--- src/verilog/sample_clock_defines.svh ---
// Purpose: constants for the sample clock, marker and aperture delay block
// Assumes: 32-bit classic wishbone register bus, byte addresses
// Notes: register offsets are byte addresses, one word each
// Contract
// - no marker data unless insert enable set
// - marker replaces sample lsb when enabled
// - upper eleven bits plus marker, equal latency
// - asynchronous trigger sampled with the analog input
// - select bit takes marker from sysref
// - dual channel samples rising edge only
// - single channel samples both clock edges
// - device clock also clocks processing and outputs
// - captured sysref resets dividers and strobe
// - sysref captured on a defined clock edge
// - invert bit adds half period delay
// - coarse and fine give 256 settings
// - invert, coarse, fine act independently
// - delay shifts all internal clocks
// - delay changes allowed while converting
// - ramp one or four coarse steps per 256
`ifndef SAMPLE_CLOCK_DEFINES_SVH
`define SAMPLE_CLOCK_DEFINES_SVH

`define ADDR_CLOCK_CONTROL_ONE  8'h00
`define ADDR_APERTURE_DELAY     8'h04
`define ADDR_DELAY_RAMP         8'h08
`define ADDR_FRAME_SETUP        8'h0C
`define ADDR_STATUS             8'h10

`define BIT_MARKER_INSERT_EN    0
`define BIT_SYSREF_MARKER_SEL   1
`define BIT_SINGLE_CHANNEL      2
`define BIT_HALF_PERIOD_INV     0
`define LSB_COARSE              8
`define LSB_FINE                16
`define BIT_RAMP_ENABLE         0
`define BIT_RAMP_SPEED          1

`define RST_COARSE              8'h00
`define RST_FINE                8'h00
`define RST_DEMUX               4'h0
`define RST_FRAME               8'h08

`define RAMP_PERIOD_CYCLES      256
`define RAMP_STEP_SLOW          8'h01
`define RAMP_STEP_FAST          8'h04

`endif

--- src/verilog/sample_clock_pkg.sv ---
// Purpose: types for the sample clock, marker and aperture delay block
// Assumes: nothing beyond the defines header
// Notes: structs group wishbone request and answer, and the aperture delay codes
package sample_clock_pkg;

   typedef struct packed {
      logic        cyc;
      logic        stb;
      logic        we;
      logic [7:0]  adr;
      logic [3:0]  sel;
      logic [31:0] dat;
   } wb_req_t;

   typedef struct packed {
      logic        ack;
      logic        err;
      logic [31:0] dat;
   } wb_rsp_t;

   typedef struct packed {
      logic       halfInvert;
      logic [7:0] coarse;
      logic [7:0] fine;
   } aperture_t;

   typedef enum logic [2:0] {
      RAMP_IDLE  = 3'b001,
      RAMP_WAIT  = 3'b010,
      RAMP_STEP  = 3'b100
   } ramp_state_t;

endpackage : sample_clock_pkg

--- src/verilog/delay_ramp.sv ---
// Purpose: walks the applied coarse delay toward its target
// Assumes: target written by software, step every period
// Notes: target change restarts the period count
`timescale 1ns/1ps
`include "sample_clock_defines.svh"
module delay_ramp #(
   parameter int PERIOD = `RAMP_PERIOD_CYCLES
) (
   // clock and reset
   input  wire logic       clk,
   input  wire logic       rst,
   // control
   input  wire logic       enable,
   input  wire logic       fast,
   input  wire logic       restart,
   input  wire logic [7:0] target,
   // result
   output logic [7:0]      applied,
   output logic            busy
);
   import sample_clock_pkg::*;

   ramp_state_t state_q;
   logic [8:0]  cnt_q;
   logic [7:0]  step;
   logic [7:0]  diff;

   always_comb begin
      step = fast ? `RAMP_STEP_FAST : `RAMP_STEP_SLOW;
      diff = (target > applied) ? (target - applied) : (applied - target);
   end

   // ramp sequencer
   always_ff @(posedge clk) begin
      if (rst) begin
         state_q <= RAMP_IDLE;
         cnt_q   <= 9'h000;
         applied <= `RST_COARSE;
      end else if (!enable) begin
         state_q <= RAMP_IDLE;
         cnt_q   <= 9'h000;
         applied <= target;
      end else begin
         unique case (state_q)
            RAMP_IDLE: begin
               cnt_q <= 9'h000;
               if (restart || target != applied) begin
                  state_q <= RAMP_WAIT;
               end
            end
            RAMP_WAIT: begin
               if (restart) begin
                  cnt_q <= 9'h000;
               // the step state spends the last cycle of each period
               end else if (cnt_q == 9'(PERIOD - 2)) begin
                  cnt_q   <= 9'h000;
                  state_q <= RAMP_STEP;
               end else begin
                  cnt_q <= cnt_q + 9'h001;
               end
            end
            RAMP_STEP: begin
               // one or four lsbs per period
               if (diff <= step) begin
                  applied <= target;
                  state_q <= RAMP_IDLE;
               end else begin
                  applied <= (target > applied) ? applied + step : applied - step;
                  state_q <= RAMP_WAIT;
               end
            end
            default: state_q <= RAMP_IDLE;
         endcase
      end
   end

   always_ff @(posedge clk) begin
      if (rst) begin
         busy <= 1'b0;
      end else begin
         busy <= enable && (target != applied);
      end
   end

endmodule : delay_ramp

--- src/verilog/sample_clock_timestamp_sync.sv ---
// Purpose: sample marker insertion, sysref divider reset and aperture delay control
// Assumes: clk is the device clock; sample inputs already synchronous to it
// Notes: analog delays are exported as control codes only
//
// Implementation choices: the Wishbone interface to the registers and the register offsets.
`timescale 1ns/1ps
`include "sample_clock_defines.svh"
module sample_clock_timestamp_sync #(
   parameter int LATENCY = 2
) (
   // clock and reset
   input  wire logic                      clk,
   input  wire logic                      rst,
   // wishbone slave
   input  wire sample_clock_pkg::wb_req_t wbReq,
   output sample_clock_pkg::wb_rsp_t      wbRsp,
   // converter samples, rising and falling half
   input  wire logic [11:0]               sampleRise,
   input  wire logic [11:0]               sampleFall,
   input  wire logic                      sampleValid,
   // marker sources
   input  wire logic                      markerTriggerInput,
   input  wire logic                      sysrefIn,
   // output lanes
   output logic [11:0]                    laneDataRise,
   output logic [11:0]                    laneDataFall,
   output logic                           laneDataValid,
   output logic                           laneOutputStrobe,
   output logic                           laneOutputClock,
   // aperture delay codes
   output sample_clock_pkg::aperture_t    apertureDelay
);
   import sample_clock_pkg::*;

   // register state
   logic       markerInsertEnable_q;
   logic       sysrefMarkerSelect_q;
   logic       singleChannel_q;
   logic       halfInvert_q;
   logic [7:0] coarseTarget_q;
   logic [7:0] fine_q;
   logic       rampEnable_q;
   logic       rampSpeed_q;
   logic [3:0] outputDemux_q;
   logic [7:0] frameLength_q;
   logic       sysrefSeen_q;
   logic       coarseWrite_q;

   // datapath state
   logic       sysrefPrev_q;
   logic [7:0] frameCnt_q;
   logic [3:0] demuxCnt_q;
   logic       laneClk_q;
   logic [LATENCY-1:0][24:0] pipe_q;

   logic [7:0] coarseApplied;
   logic       rampBusy;
   logic       sysrefEdge;
   logic       markerSrc;
   logic       busHit;
   logic       ackNext;
   logic [31:0] rdData;
   logic       mapped;

   assign busHit     = wbReq.cyc && wbReq.stb && !wbRsp.ack && !wbRsp.err;
   assign sysrefEdge = sysrefIn && !sysrefPrev_q;

   // read mux and decode
   always_comb begin
      rdData = 32'h0000_0000;
      mapped = 1'b1;
      unique case (wbReq.adr)
         `ADDR_CLOCK_CONTROL_ONE: begin
            rdData[`BIT_MARKER_INSERT_EN]  = markerInsertEnable_q;
            rdData[`BIT_SYSREF_MARKER_SEL] = sysrefMarkerSelect_q;
            rdData[`BIT_SINGLE_CHANNEL]    = singleChannel_q;
         end
         `ADDR_APERTURE_DELAY: begin
            rdData[`BIT_HALF_PERIOD_INV]       = halfInvert_q;
            rdData[`LSB_COARSE +: 8]           = coarseTarget_q;
            rdData[`LSB_FINE +: 8]             = fine_q;
         end
         `ADDR_DELAY_RAMP: begin
            rdData[`BIT_RAMP_ENABLE] = rampEnable_q;
            rdData[`BIT_RAMP_SPEED]  = rampSpeed_q;
         end
         `ADDR_FRAME_SETUP: begin
            rdData[3:0]  = outputDemux_q;
            rdData[15:8] = frameLength_q;
         end
         `ADDR_STATUS: begin
            rdData[7:0] = coarseApplied;
            rdData[8]   = rampBusy;
            rdData[9]   = sysrefSeen_q;
         end
         default: mapped = 1'b0;
      endcase
      ackNext = busHit && mapped;
   end

   // bus answer, one cycle after the request
   always_ff @(posedge clk) begin
      if (rst) begin
         wbRsp <= '0;
      end else begin
         wbRsp.ack <= ackNext;
         wbRsp.err <= busHit && !mapped;
         wbRsp.dat <= ackNext && !wbReq.we ? rdData : 32'h0000_0000;
      end
   end

   // control register writes
   always_ff @(posedge clk) begin
      if (rst) begin
         markerInsertEnable_q <= 1'b0;
         sysrefMarkerSelect_q <= 1'b0;
         singleChannel_q      <= 1'b0;
         halfInvert_q         <= 1'b0;
         coarseTarget_q       <= `RST_COARSE;
         fine_q               <= `RST_FINE;
         rampEnable_q         <= 1'b0;
         rampSpeed_q          <= 1'b0;
         outputDemux_q        <= `RST_DEMUX;
         frameLength_q        <= `RST_FRAME;
         coarseWrite_q        <= 1'b0;
      end else begin
         coarseWrite_q <= 1'b0;
         if (ackNext && wbReq.we) begin
            unique case (wbReq.adr)
               `ADDR_CLOCK_CONTROL_ONE: begin
                  if (wbReq.sel[0]) begin
                     markerInsertEnable_q <= wbReq.dat[`BIT_MARKER_INSERT_EN];
                     sysrefMarkerSelect_q <= wbReq.dat[`BIT_SYSREF_MARKER_SEL];
                     singleChannel_q      <= wbReq.dat[`BIT_SINGLE_CHANNEL];
                  end
               end
               `ADDR_APERTURE_DELAY: begin
                  // three independent delay fields, changeable live
                  if (wbReq.sel[0]) begin
                     halfInvert_q <= wbReq.dat[`BIT_HALF_PERIOD_INV];
                  end
                  if (wbReq.sel[1]) begin
                     coarseTarget_q <= wbReq.dat[`LSB_COARSE +: 8];
                     coarseWrite_q  <= 1'b1;
                  end
                  if (wbReq.sel[2]) begin
                     fine_q <= wbReq.dat[`LSB_FINE +: 8];
                  end
               end
               `ADDR_DELAY_RAMP: begin
                  if (wbReq.sel[0]) begin
                     rampEnable_q <= wbReq.dat[`BIT_RAMP_ENABLE];
                     rampSpeed_q  <= wbReq.dat[`BIT_RAMP_SPEED];
                  end
               end
               `ADDR_FRAME_SETUP: begin
                  if (wbReq.sel[0]) begin
                     outputDemux_q <= wbReq.dat[3:0];
                  end
                  if (wbReq.sel[1]) begin
                     frameLength_q <= wbReq.dat[15:8];
                  end
               end
               default: ;
            endcase
         end
      end
   end

   // coarse delay ramp
   delay_ramp #(
      .PERIOD (`RAMP_PERIOD_CYCLES)
   ) u_ramp (
      .clk     (clk),
      .rst     (rst),
      .enable  (rampEnable_q),
      .fast    (rampSpeed_q),
      .restart (coarseWrite_q),
      .target  (coarseTarget_q),
      .applied (coarseApplied),
      .busy    (rampBusy)
   );

   // delay codes to the analog clock path
   always_ff @(posedge clk) begin
      if (rst) begin
         apertureDelay <= '0;
      end else begin
         apertureDelay.halfInvert <= halfInvert_q;
         apertureDelay.coarse     <= coarseApplied;
         apertureDelay.fine       <= fine_q;
      end
   end

   // sysref captured on rising device clock edge
   always_ff @(posedge clk) begin
      if (rst) begin
         sysrefPrev_q <= 1'b0;
         sysrefSeen_q <= 1'b0;
      end else begin
         sysrefPrev_q <= sysrefIn;
         if (sysrefEdge) begin
            sysrefSeen_q <= 1'b1;
         end else if (ackNext && !wbReq.we && wbReq.adr == `ADDR_STATUS) begin
            sysrefSeen_q <= 1'b0;
         end
      end
   end

   // frame divider and strobe, reset by sysref
   always_ff @(posedge clk) begin
      if (rst) begin
         frameCnt_q       <= 8'h00;
         demuxCnt_q       <= 4'h0;
         laneClk_q        <= 1'b0;
         laneOutputStrobe <= 1'b0;
         laneOutputClock  <= 1'b0;
      end else if (sysrefEdge) begin
         frameCnt_q       <= 8'h00;
         demuxCnt_q       <= 4'h0;
         laneClk_q        <= 1'b0;
         laneOutputStrobe <= 1'b1;
         laneOutputClock  <= 1'b0;
      end else begin
         laneClk_q       <= ~laneClk_q;
         laneOutputClock <= laneClk_q;
         if (demuxCnt_q >= outputDemux_q) begin
            demuxCnt_q <= 4'h0;
            frameCnt_q <= (frameCnt_q + 8'h01 >= frameLength_q) ? 8'h00 : frameCnt_q + 8'h01;
            laneOutputStrobe <= (frameCnt_q + 8'h01 >= frameLength_q);
         end else begin
            demuxCnt_q       <= demuxCnt_q + 4'h1;
            laneOutputStrobe <= 1'b0;
         end
      end
   end

   // marker sampled alongside the data
   assign markerSrc = sysrefMarkerSelect_q ? sysrefIn : markerTriggerInput;

   // data pipeline with marker in the lsb
   always_ff @(posedge clk) begin
      if (rst) begin
         pipe_q <= '0;
      end else begin
         pipe_q[0][24]    <= sampleValid;
         pipe_q[0][23:13] <= sampleRise[11:1];
         pipe_q[0][12]    <= markerInsertEnable_q ? markerSrc : sampleRise[0];
         pipe_q[0][11:1]  <= sampleFall[11:1];
         // dual channel uses rising samples only
         pipe_q[0][0]     <= markerInsertEnable_q ? markerSrc : sampleFall[0];
         if (!singleChannel_q) begin
            pipe_q[0][11:0] <= 12'h000;
         end
         for (int i = 1; i < LATENCY; i++) begin
            pipe_q[i] <= pipe_q[i-1];
         end
      end
   end

   always_ff @(posedge clk) begin
      if (rst) begin
         laneDataRise  <= 12'h000;
         laneDataFall  <= 12'h000;
         laneDataValid <= 1'b0;
      end else begin
         laneDataValid <= pipe_q[LATENCY-1][24];
         laneDataRise  <= pipe_q[LATENCY-1][23:12];
         laneDataFall  <= pipe_q[LATENCY-1][11:0];
      end
   end

endmodule : sample_clock_timestamp_sync
--- config.mk ---
export PLATFORM = sky130hd
export DESIGN_NAME = sample_clock_timestamp_sync
export DESIGN_NICKNAME = d
export VERILOG_FILES = /design/src/verilog/sample_clock_pkg.sv /design/src/verilog/delay_ramp.sv /design/src/verilog/sample_clock_timestamp_sync.sv
export VERILOG_INCLUDE_DIRS = /design/src /design/src/verilog
export SDC_FILE = /design/constraint.sdc
export NUM_CORES = 1
export LEC_CHECK = 0
export ABC_AREA = 1
export BUFFER_PORTS_ARGS = -buffer_cell sky130_fd_sc_hd__buf_2
export CAP_MARGIN = 20
export CORE_MARGIN = 10
export CORE_UTILIZATION = 46
export DETAILED_ROUTE_END_ITERATION = 8
export PLACE_DENSITY = 0.71
export SYNTH_ARGS = -nofsm -noshare
export SYNTH_HDL_FRONTEND = slang
export SYNTH_HIERARCHICAL = 1
export SYNTH_SLANG_ARGS = --single-unit
--- constraint.sdc ---
create_clock -name clk -period 2.9 [get_ports clk]
set_input_delay 0.145 -clock clk [delete_from_list [all_inputs] [get_ports clk]]
set_output_delay 0.145 -clock clk [all_outputs]
set_load 0.05 [all_outputs]
==> results of run 1 <==
[registers in the layout, indices dropped and copies added (netlist names), 3 cells and up]
| signal | count |
|---|---|
| outputDemux_q | 4 |
| pipe_q | 50 |
| fine_q | 8 |
| u_ramp/cnt_q | 9 |
| frameLength_q | 8 |
| u_ramp/applied | 8 |
| u_ramp/state_q | 3 |
| laneDataFall | 12 |
| frameCnt_q | 8 |
| wbRsp | 26 |
| coarseTarget_q | 8 |
| demuxCnt_q | 4 |
| apertureDelay | 17 |
| laneDataRise | 12 |
[synthesized netlist by cell type, types with 9 or more instances]
cell type,n
xor2_1,13
nand3_1,62
buf_2,9
a21oi_1,42
dfxtp_1,191
nor2_1,229
nor3_1,12
o21ai_0,19
nand2_1,192
ha_1,40
inv_1,214
clkbuf_1,9
nand2_2,9
[repair_timing]
item | 4_1_cts | 5_1_grt
resized for setup | 23 | 27
cloned | 1 | 0
hold buffers | 35 | 0
endpoints found under the setup margin | 10 | 10
pin swaps | 22 | 20
endpoints found under the hold margin | 35 | 0
setup buffers | 5 | 3
[power breakdown]
group	internal (uW)	switching [uW]	leakage, uW
sequential	2650	10.3	0.00155
clock	1260	1200	0.000305
combinational	95.4	156	0.00351
[worst min-delay path by stage]
stage | start | to | slack, ns | depth (start not counted)
2_1_floorplan | rst | u_ramp/applied[6] | 0.21 | 1
3_3_place_gp | sampleRise[5] | pipe_q[17] | 0.35 | 3
3_5_place_dp | sampleRise[4] | pipe_q[16] | 0.35 | 3
4_1_cts | wbReq[3] | outputDemux_q[3] | 0.02 | 5
5_1_grt | markerTriggerInput | pipe_q[12] | 0.05 | 3
6_report | wbReq[3] | outputDemux_q[3] | 0.02 | 5
[cells by family (layout without fill, tap and decap cells)]
logic type	Yosys count	count (layout)	synth area share, %
DFF	191	191	45.8
AOI/OAI and AO/OA	75	75	4.93
xor gates and xnor gates	18	18	1.89
adders and majority gates	43	43	6.71
and+or+nand+nor	541	542	28.5
buffers and inverters	253	477	12.2
other	1	11	0.0449
[worst reg2reg max path, cell delays in order, from the launching register on]
cell and delay (ns):
dfxtp_2 0.33, inv_2 0.07, ha_4 0.13, inv_2 0.04, fa_2 0.37, nand3_2 0.09
nand2_2 0.06, nand2_2 0.06, nand2_2 0.07, nand2_4 0.11, nand2_2 0.05, o21ai_2 0.06
xor2_1 0.15, inv_1 0.08, ha_4 0.23, a21oi_2 0.14, a21oi_2 0.05, a21oi_2 0.11
nand2_2 0.07, inv_2 0.07, nand3_4 0.16, nand2_4 0.14, o21ai_1 0.09, nor2_1 0.16
nor2_1 0.05
[final cells by class]
type | count | area [um^2] | area share, %
Clock inverter | 15 | 208 | 1.92
Clock buffer | 17 | 425 | 3.94
Inverter | 219 | 830 | 7.69
Tap cell | 229 | 287 | 2.66
Multi-Input combinational cell | 686 | 3750 | 34.7
Timing Repair Buffer | 226 | 1460 | 13.5
Antenna cell | 3 | 7.51 | 0.0696
Sequential cell | 191 | 3830 | 35.5
[metrics by stage]
stage / utilization [%] / TNS [ns] / total power, uW / std cells
finish: 60.3 / -0.502 / 5370 / 1586
global route: 60.2 / -2.56 / 5520 / 1584
CTS: 59.6 / -0.0315 / 5420 / 1580
detailed placement: 53.3 / -0.872 / 2930 / 1507
global placement: 53.3 / -0.270 / 2930 / 1507
floorplan: - / 0 / 2860 / 1129
[metal layers]
metal,vias to the layer above,part of all wire (%)
met5,-,0
met4,0,2.7
met3,36,8.1
met2,221,47
met1,3296,42
li1,3809,-
==> flow_metrics.env, run 1 <==
export IMPL_critPathLaunch="coarseTarget_q[0]"
export IMPL_mostFrequentLayoutCell="nor2_1"
export IMPL_grt_pass1_wl_um=34800
export IMPL_status="finished, violations left"
export IMPL_yosysTopAreaCell="dfxtp_1"
export IMPL_num_fill_cells=1567
export IMPL_place_congestion=0.928
export IMPL_grt_max_degree=53
export IMPL_setup_worst_path_class="reg2reg"
export IMPL_grt_use_met3_pct=6.24
export IMPL_nets=1460
export IMPL_setup_viol=9
export IMPL_initial_core_util_pct=46.7
export IMPL_vias=7362
export IMPL_maxSlewViolCount=0
export IMPL_fin_area_um2=10800
export IMPL_cts_tree="yes"
export IMPL_use_met1_pct=20.0
export IMPL_drt_total_wl_um=21700
export IMPL_vias_per_cell=4.64
export IMPL_hpwl_um=15600
export IMPL_root_buffer="clkbuf_16"
export IMPL_critPathMostFrequentCell="nand2_2"
export IMPL_ys_types=47
export IMPL_period_needed_ns=3.02
export IMPL_drv_cap=0
export IMPL_synth_area_leaders="dfxtp_1 (46%), nor2_1 (10%), inv_1 (9.6%), nand2_1 (8.6%), ha_1 (6.0%)"
export IMPL_num_io_pins=154
export IMPL_hp_class="in2reg"
export IMPL_drt_iter0_markers=406
export IMPL_cp_start_kind="flop"
export IMPL_cts_made_buffers=17
export IMPL_crit_family="simple AND/OR/NAND/NOR gates"
export IMPL_hold_slack_ns=0.0245
export IMPL_fin_ws_ns=-0.121
export IMPL_reg2reg_from="coarseTarget_q[0]"
export IMPL_powerDensity_nw_per_um2=498
export IMPL_cts_sinks=191
export IMPL_rr_endpoint="u_ramp/applied[4]"
export IMPL_r2r_slack_ns=-0.12
export IMPL_netlist_area_um2=8360
export IMPL_cp_cell_sequence="inv_2 -> ha_4 -> inv_2 -> fa_2 -> nand3_2 -> nand2_2 -> nand2_2 -> nand2_2 -> nand2_4 -> nand2_2 -> o21ai_2 -> xor2_1 -> inv_1 -> ha_4 -> a21oi_2 -> a21oi_2 -> a21oi_2 -> nand2_2 -> inv_2 -> nand3_4 -> nand2_4 -> o21ai_1 -> nor2_1 -> nor2_1"
export IMPL_layout_common_cells="nor2_1 (223), inv_1 (209), nand2_1 (186), dfxtp_1 (185), buf_2 (131)"
export IMPL_first_pass_iters=5
export IMPL_rsz0062_at_grt="yes"
export IMPL_met2_usage_pct=29.7
export IMPL_ys_flop_type="dfxtp_1"
export IMPL_die_h_um=155
export IMPL_relSlewSlack_pct=55.1
export IMPL_rows=49
export IMPL_grt_pass1_vias=7205
export IMPL_die_area_um2=24000
export IMPL_crit_required_ns=3.23
export IMPL_violations="negative setup slack"
export IMPL_worstPathArrival_ns=3.35
export IMPL_io_buffer_count=132
export IMPL_core_area_um2=17900
export IMPL_wl_per_cell_um=13.7
export IMPL_route_detailed_drc=0
export IMPL_crit_path_top_delay_cell="fa_2"
export IMPL_synth_warnings=6
export IMPL_cp_end_kind="flop"
export IMPL_ant_nets=0
export IMPL_leakage_uw=0.00536
export IMPL_grt_usage_pct=17.7
export IMPL_hold_viol=0
export IMPL_cts_clk_slew_worst_paths_ns=0.08
export IMPL_ys_seq_elements=191
export IMPL_dpl_cell_area_um2=9550
export IMPL_synth_edf_count=0
export IMPL_period_share_pct=104
export IMPL_syn2layout_area_growth_pct=29.1
export IMPL_crit_fanout=7
export IMPL_worst_path_stages=24
export IMPL_reg2reg_depth=24
export IMPL_antenna_found_initial=3
export IMPL_worstMarginPinSlew_ns=0.666
export IMPL_vdd_drop_max_v=0.000579
export IMPL_cpPeakStageDelay_ns=0.37
export IMPL_cp_endpoint="u_ramp/applied[4]"
export IMPL_avgSynthCellArea_um2=7.45
export IMPL_synth_seq_area_share_pct=45.8
export IMPL_place_ws_ns=-0.141
export IMPL_crit_buf_inv=4
export IMPL_netlist_instances=1122
export IMPL_grt_overflow_total=0
export IMPL_cts_htree_levels=4
export IMPL_worst_skew_pair_late_latency_ns=0.44
export IMPL_fmax_ghz=0.331
export IMPL_synthDominantCellAreaShare_pct=45.8
export IMPL_skew_ns=0.0133
export IMPL_chipWidth_um=155
export IMPL_grt_busiest_layer="met2"
export IMPL_synthArstFlopShare_pct=0
export IMPL_layout_drive_gt1_share_pct=22.8
export IMPL_clockBufferDepth=2
Note: power is estimated with default switching activity, not from simulation.
==> inputs of run 2 (changes only) <==
--- a/config.mk
+++ b/config.mk
@@ -6,7 +6,6 @@
 export SDC_FILE = /design/constraint.sdc
 export NUM_CORES = 1
 export LEC_CHECK = 0
-export ABC_AREA = 1
 export BUFFER_PORTS_ARGS = -buffer_cell sky130_fd_sc_hd__buf_2
 export CAP_MARGIN = 20
 export CORE_MARGIN = 10
==> run 2 against run 1 <==
Against the previous run:
- the run still ends with negative setup slack left
- global-route usage barely moved
- synthesized cell count decreased by 24%
- combinational power is 4% higher
- area after synthesis down 1.5%
- clock power grew 2%
- critical endpoint is now u_ramp/applied[6]
- highest routed layer unchanged
==> flow_metrics.env, run 2 <==
export IMPL_cts_htree_levels=4
export IMPL_netlist_area_um2=8230
export IMPL_drt_iter0_markers=407
export IMPL_vdd_drop_max_v=0.000528
export IMPL_hold_viol=0
export IMPL_cts_made_buffers=17
export IMPL_yosysTopAreaCell="dfxtp_1"
export IMPL_cp_end_kind="flop"
export IMPL_vias_per_cell=5.06
export IMPL_cts_clk_slew_worst_paths_ns=0.08
export IMPL_worstMarginPinSlew_ns=0.677
export IMPL_worst_skew_pair_late_latency_ns=0.44
export IMPL_mostFrequentLayoutCell="dfxtp_1"
export IMPL_grt_max_degree=57
export IMPL_hp_class="in2reg"
export IMPL_die_area_um2=23600
export IMPL_ys_seq_elements=191
export IMPL_rsz0062_at_grt="yes"
export IMPL_fin_area_um2=10600
export IMPL_synthArstFlopShare_pct=0
export IMPL_layout_common_cells="dfxtp_1 (185), buf_2 (131), nor2b_1 (91), nor2_1 (79), buf_4 (65)"
export IMPL_cp_cell_sequence="inv_2 -> ha_4 -> inv_2 -> fa_2 -> a21oi_2 -> o211ai_1 -> a211oi_2 -> nor3_4 -> mux2i_1 -> xnor2_1 -> ha_1 -> and2b_1 -> a2bb2oi_2 -> a2111oi_4 -> nand4_4 -> mux2i_4 -> mux2i_1 -> a211oi_2"
export IMPL_die_h_um=154
export IMPL_initial_core_util_pct=47.2
export IMPL_drt_total_wl_um=21500
export IMPL_clockBufferDepth=2
export IMPL_largest_reg_flops=50
export IMPL_setup_viol=10
export IMPL_route_detailed_drc=0
export IMPL_fin_cells=1312
export IMPL_synth_seq_area_share_pct=46.5
export IMPL_antenna_found_initial=3
export IMPL_crit_fanout=6
export IMPL_period_share_pct=128
export IMPL_grt_pass1_wl_um=34300
export IMPL_synth_edf_count=0
export IMPL_yosysMostFrequentCell="dfxtp_1"
export IMPL_maxSlewViolCount=0
export IMPL_fin_ws_ns=-0.819
export IMPL_violations="negative setup slack"
export IMPL_cp_start_kind="flop"
export IMPL_fmax_ghz=0.269
export IMPL_core_area_um2=17400
export IMPL_final_util_pct=61.0
export IMPL_num_io_pins=154
export IMPL_yosys_top_cells_count="dfxtp_1 (191), nor2b_1 (91), nor2_1 (79), inv_1 (43), mux2i_1 (43)"
export IMPL_cpPeakStageDelay_ns=0.37
export IMPL_place_ws_ns=-0.769
export IMPL_crit_buf_inv=2
export IMPL_skew_ns=0.0137
export IMPL_worstPathArrival_ns=4.02
export IMPL_layout_drive_gt1_share_pct=25.2
export IMPL_synth_area_leaders="dfxtp_1 (46%), nor2b_1 (6.9%), ha_1 (6.1%), mux2i_1 (5.2%), nor2_1 (3.6%)"
export IMPL_relSlewSlack_pct=53.7
export IMPL_ys_flop_type="dfxtp_1"
export IMPL_netlist_instances=848
export IMPL_crit_path_top_delay_cell="fa_2"
export IMPL_place_congestion=0.931
export IMPL_grt_overflow_total=0
export IMPL_crit_family="compound AO/OA/AOI/OAI gates"
export IMPL_placed_cells_incl_taps=1231
export IMPL_whs_path_depth=3
export IMPL_rows=48
export IMPL_leakage_uw=0.00475
export IMPL_wl_per_cell_um=16.4
export IMPL_root_buffer="clkbuf_16"
export IMPL_hpwl_um=15800
export IMPL_grt_pass1_vias=6606
export IMPL_period_needed_ns=3.72
export IMPL_reg_largest_list="pipe_q x50, wbRsp x26, apertureDelay x17"
export IMPL_syn2layout_area_growth_pct=29.2
export IMPL_chipWidth_um=154
export IMPL_first_pass_iters=4
export IMPL_cts_tree="yes"
export IMPL_dpl_cell_area_um2=9510
export IMPL_p_total_uw=5420
export IMPL_regMostFlops="pipe_q"
export IMPL_drv_cap=0
export IMPL_cts_sinks=191
export IMPL_worst_path_stages=18
export IMPL_crit_required_ns=3.20
export IMPL_io_buffer_count=132
export IMPL_reg2reg_depth=18
export IMPL_synth_warnings=6
export IMPL_setup_worst_path_class="reg2reg"
export IMPL_ys_types=82
export IMPL_powerDensity_nw_per_um2=510
export IMPL_nets=1190
export IMPL_status="finished, violations left"
export IMPL_avgSynthCellArea_um2=9.70
export IMPL_ant_nets=0
export IMPL_synthDominantCellAreaShare_pct=46.5
export IMPL_vias=6641
export IMPL_grt_usage_pct=17.7
-- run 2: cell types whose count changed after synthesis, moves of 10 or more --
cell and delta:
a21oi_1 -10, and2_1 +25, clkbuf_1 +15, inv_1 -171
mux2i_1 +43, nand2_1 -162, nand2b_1 +13, nand3_1 -29
nor2_1 -150, nor2b_1 +91
-- run 2: metal layers --
metal,vias up,routed length (um),global-route usage (%)
li1,3330,-,-
met1,3091,9600,22.0
met2,195,9980,28.4
met3,25,1560,5.47
met4,0,316,6.25
met5,-,0,0
-- run 2: cell type report --
cell class	count	area, um^2
clock inverter	15	231
timing repair buffer	242	1620
tap	225	282
multi-input combinational	575	4070
clock buffer	17	425
inverter	44	165
antenna	3	7.51
sequential	191	3830
fill	1464	6790
-- run 2: stage by stage --
step                TNS (ns)  hold slack (ns)
floorplan              -5.18            0.267
global placement       -6.49            0.346
detailed placement     -7.26            0.349
CTS                    -7.36          0.00358
global route           -9.93           0.0104
finish                 -7.60          0.00277
-- run 2: cell families (layout without fill, tap and decap cells) --
family | Yosys count | count (layout) | share of synthesized area (%)
simple gates | 337 | 337 | 23.2
flops | 191 | 191 | 46.5
compound gates | 123 | 123 | 10.8
buf+inv | 89 | 318 | 4.96
mux | 46 | 46 | 5.78
fa+ha+maj | 43 | 43 | 6.81
xor+xnor | 18 | 18 | 1.92
other cells | 1 | 11 | 0.0456
-- run 2: final timing paths --
path,start,endpoint,slack (ns)
max,coarseTarget_q[0],u_ramp/applied[6],-0.82
min,sampleRise[0],pipe_q[12],0.003
max reg2reg,coarseTarget_q[0],u_ramp/applied[6],-0.82
min reg2reg,laneClk_q,laneClk_q,0.41
-- run 2: worst reg2reg max path: cells and delay by family (launching register included) --
kind	cells	cell delay, ns
multiplexers	3	0.73
adder cells (fa/ha/maj)	3	0.83
XOR/XNOR	1	0.10
flip-flops	1	0.33
AND/OR/NAND/NOR	3	0.48
buffers and inverters	2	0.08
AO/OA/AOI/OAI	6	1.03
-- run 2: power breakdown --
group          leakage [uW]  switching [uW]  internal [uW]
Sequential          0.00155            8.72           2650
Clock              0.000315            1270           1230
Combinational       0.00289             153            108
-- run 2: timing repair --
action / in CTS / in global routing
endpoints found under the setup margin: 10 / 10
hold buffers: 44 / 0
endpoints found under the hold margin: 53 / 0
cloned: 0 / 0
setup buffers: 2 / 0
gates resized for setup: 0 / 2
pin swaps: 0 / 1
==> inputs of run 3 (changes only) <==
--- a/config.mk
+++ b/config.mk
@@ -11,7 +11,7 @@
 export CORE_MARGIN = 10
 export CORE_UTILIZATION = 46
 export DETAILED_ROUTE_END_ITERATION = 8
-export PLACE_DENSITY = 0.71
+export PLACE_DENSITY = 0.68
 export SYNTH_ARGS = -nofsm -noshare
 export SYNTH_HDL_FRONTEND = slang
 export SYNTH_HIERARCHICAL = 1
==> constraint.sdc (replaced) <==
create_clock -name clk -period 4.7 [get_ports clk]
set_input_delay 0.235 -clock clk [delete_from_list [all_inputs] [get_ports clk]]
set_output_delay 0.235 -clock clk [all_outputs]
set_load 0.05 [all_outputs]
==> run 3 against run 2 <==
Against the previous run:
- the flow now finishes without violations
- worst setup slack better by 1.2 ns
- clock skew is 0.0046 ns higher
- critical path depth is 2 lower
- sequential power is 38% lower
- core utilization is 5.0 points lower
- largest power group unchanged
- fmax is 13% lower
- worst hold slack better by 0.0081 ns
==> flow_metrics.env, run 3 (same netlist as run 2, synthesis figures left out) <==
export IMPL_critPathMostFrequentCell="ha_1"
export IMPL_status="finished clean"
export IMPL_drt_iter0_markers=440
export IMPL_rows=48
export IMPL_grt_pass1_wl_um=31100
export IMPL_cts_sinks=191
export IMPL_cts_made_buffers=17
export IMPL_hp_class="in2reg"
export IMPL_drt_total_wl_um=19300
export IMPL_die_area_um2=23600
export IMPL_setup_viol=0
export IMPL_cts_resized=0
export IMPL_nets=1097
export IMPL_cts_tree="yes"
export IMPL_largest_reg_flops=50
export IMPL_grt_pass1_vias=5786
export IMPL_period_needed_ns=4.27
export IMPL_crit_fanout=11
export IMPL_maxSlewViolCount=0
export IMPL_route_detailed_drc=0
export IMPL_antenna_found_initial=2
export IMPL_grt_overflow_total=0
export IMPL_crit_path_top_delay_cell="dfxtp_1"
export IMPL_reg_largest_list="pipe_q x50, wbRsp x26, apertureDelay x17"
export IMPL_vias_per_cell=5.07
export IMPL_grt_max_degree=88
export IMPL_drv_cap=0
export IMPL_vias=6175
export IMPL_hpwl_um=14300
export IMPL_root_buffer="clkbuf_16"
export IMPL_cts_clk_slew_worst_paths_ns=0.08
export IMPL_reg2reg_depth=16
export IMPL_p_total_uw=3290
export IMPL_clockBufferDepth=2
export IMPL_mostFrequentLayoutCell="dfxtp_1"
export IMPL_chipWidth_um=154
export IMPL_layout_drive_gt1_share_pct=19.7
export IMPL_leakage_uw=0.00429
export IMPL_relSlewSlack_pct=31.0
export IMPL_period_share_pct=90.9
export IMPL_skew_ns=0.0183
export IMPL_powerDensity_nw_per_um2=337
export IMPL_tns_ns=0
export IMPL_worstMarginPinSlew_ns=1.03
export IMPL_num_io_pins=154
export IMPL_place_congestion=0.861
export IMPL_post_cts_buffers=0
export IMPL_cp_start_kind="flop"
export IMPL_worstPathArrival_ns=4.59
export IMPL_min_to="pipe_q[20]"
export IMPL_whs_path_depth=2
export IMPL_rsz0062_at_grt="no"
export IMPL_cp_cell_sequence="inv_1 -> ha_1 -> nand3_1 -> o211ai_1 -> a211oi_1 -> nor3_2 -> mux2i_1 -> xnor2_1 -> ha_1 -> and2b_1 -> a2bb2oi_1 -> a211oi_2 -> o211ai_4 -> a31o_1 -> a221oi_1 -> o2bb2ai_1"
export IMPL_fmax_ghz=0.234
export IMPL_syn2layout_area_growth_pct=18.6
export IMPL_cp_end_kind="flop"
export IMPL_num_fill_cells=1529
export IMPL_rr_endpoint="u_ramp/applied[7]"
export IMPL_layout_common_cells="dfxtp_1 (191), buf_2 (131), nor2b_1 (91), nor2_1 (79)"
export IMPL_crit_buf_inv=1
export IMPL_initial_core_util_pct=47.2
export IMPL_r2r_slack_ns=0.43
export IMPL_hold_start="sampleRise[8]"
export IMPL_ant_nets=0
export IMPL_reg2reg_from="coarseTarget_q[5]"
export IMPL_die_h_um=154
export IMPL_cpPeakStageDelay_ns=0.47
export IMPL_wl_per_cell_um=15.9
export IMPL_vdd_drop_max_v=0.000279
export IMPL_grt_usage_pct=16.0
export IMPL_cts_htree_levels=4
export IMPL_crit_family="compound AO/OA/AOI/OAI gates"
export IMPL_crit_required_ns=5.02
export IMPL_first_pass_iters=5
export IMPL_hold_viol=0
export IMPL_io_buffer_count=132
export IMPL_setup_worst_path_class="reg2reg"
export IMPL_worst_skew_pair_late_latency_ns=0.44
export IMPL_regMostFlops="pipe_q"
export IMPL_core_area_um2=17400
-- run 3: changes by cell type in the layout (fill, tap and decap cells not counted), sizes merged --
cell,previous run,this run
diode,3,1
buf,198,136
dlygate4sd3,44,13
-- run 3: cell type report --
type | instances | area [um^2] | area share [%]
antenna | 1 | 2.50 | 0.0256
clock buffer | 17 | 425 | 4.36
clock inverter | 15 | 214 | 2.19
inverter | 44 | 165 | 1.69
multi-input combinational | 575 | 4020 | 41.2
sequential | 191 | 3820 | 39.2
tap | 225 | 282 | 2.89
timing repair buffer | 149 | 823 | 8.44
-- run 3: timing repair --
item | 4_1_cts | 5_1_grt
hold endpoints to repair | 13 | 0
hold buffers | 13 | 0
setup endpoints to repair | 0 | 0
-- run 3: how the worst max path moves through the flow --
stage                     slack, ns  cells after the start                 to              start
after CTS                      0.44                     16  u_ramp/applied[0]  coarseTarget_q[5]
after floorplan                0.90                     17  u_ramp/applied[0]  coarseTarget_q[3]
after global placement         0.58                     16  u_ramp/applied[6]  coarseTarget_q[5]
final                          0.43                     16  u_ramp/applied[7]  coarseTarget_q[5]
after detailed placement       0.45                     16  u_ramp/applied[6]  coarseTarget_q[5]
after global routing           0.13                     16  u_ramp/applied[6]  coarseTarget_q[5]
-- run 3: power by group --
part | switching (uW) | leakage [uW] | internal [uW]
registers | 4.94 | 0.00155 | 1630
logic | 87.4 | 0.00244 | 47.6
clock network | 766 | 0.000308 | 749
total | 859 | 0.00429 | 2430
-- run 3: layer usage --
metal / global-route usage, % / wire (um)
met1: 21.4 / 9120
met4: 4.90 / 272
met3: 4.66 / 1360
met5: 0 / 13
met2: 24.3 / 8540
-- run 3: stage by stage --
step | instance area [um^2] | hold slack (ns) | std cells | util (%) | setup slack (ns)
after floorplan | 8250 | 0.357 | 855 | - | 0.899
after global placement | 8980 | 0.394 | 1171 | 51.6 | 0.578
after detailed placement | 8980 | 0.401 | 1171 | 51.6 | 0.450
after CTS | 9750 | 0.00116 | 1216 | 56.0 | 0.437
after global routing | 9760 | 0.00947 | 1217 | 56.0 | 0.132
final | 9760 | 0.0108 | 1217 | 56.0 | 0.427
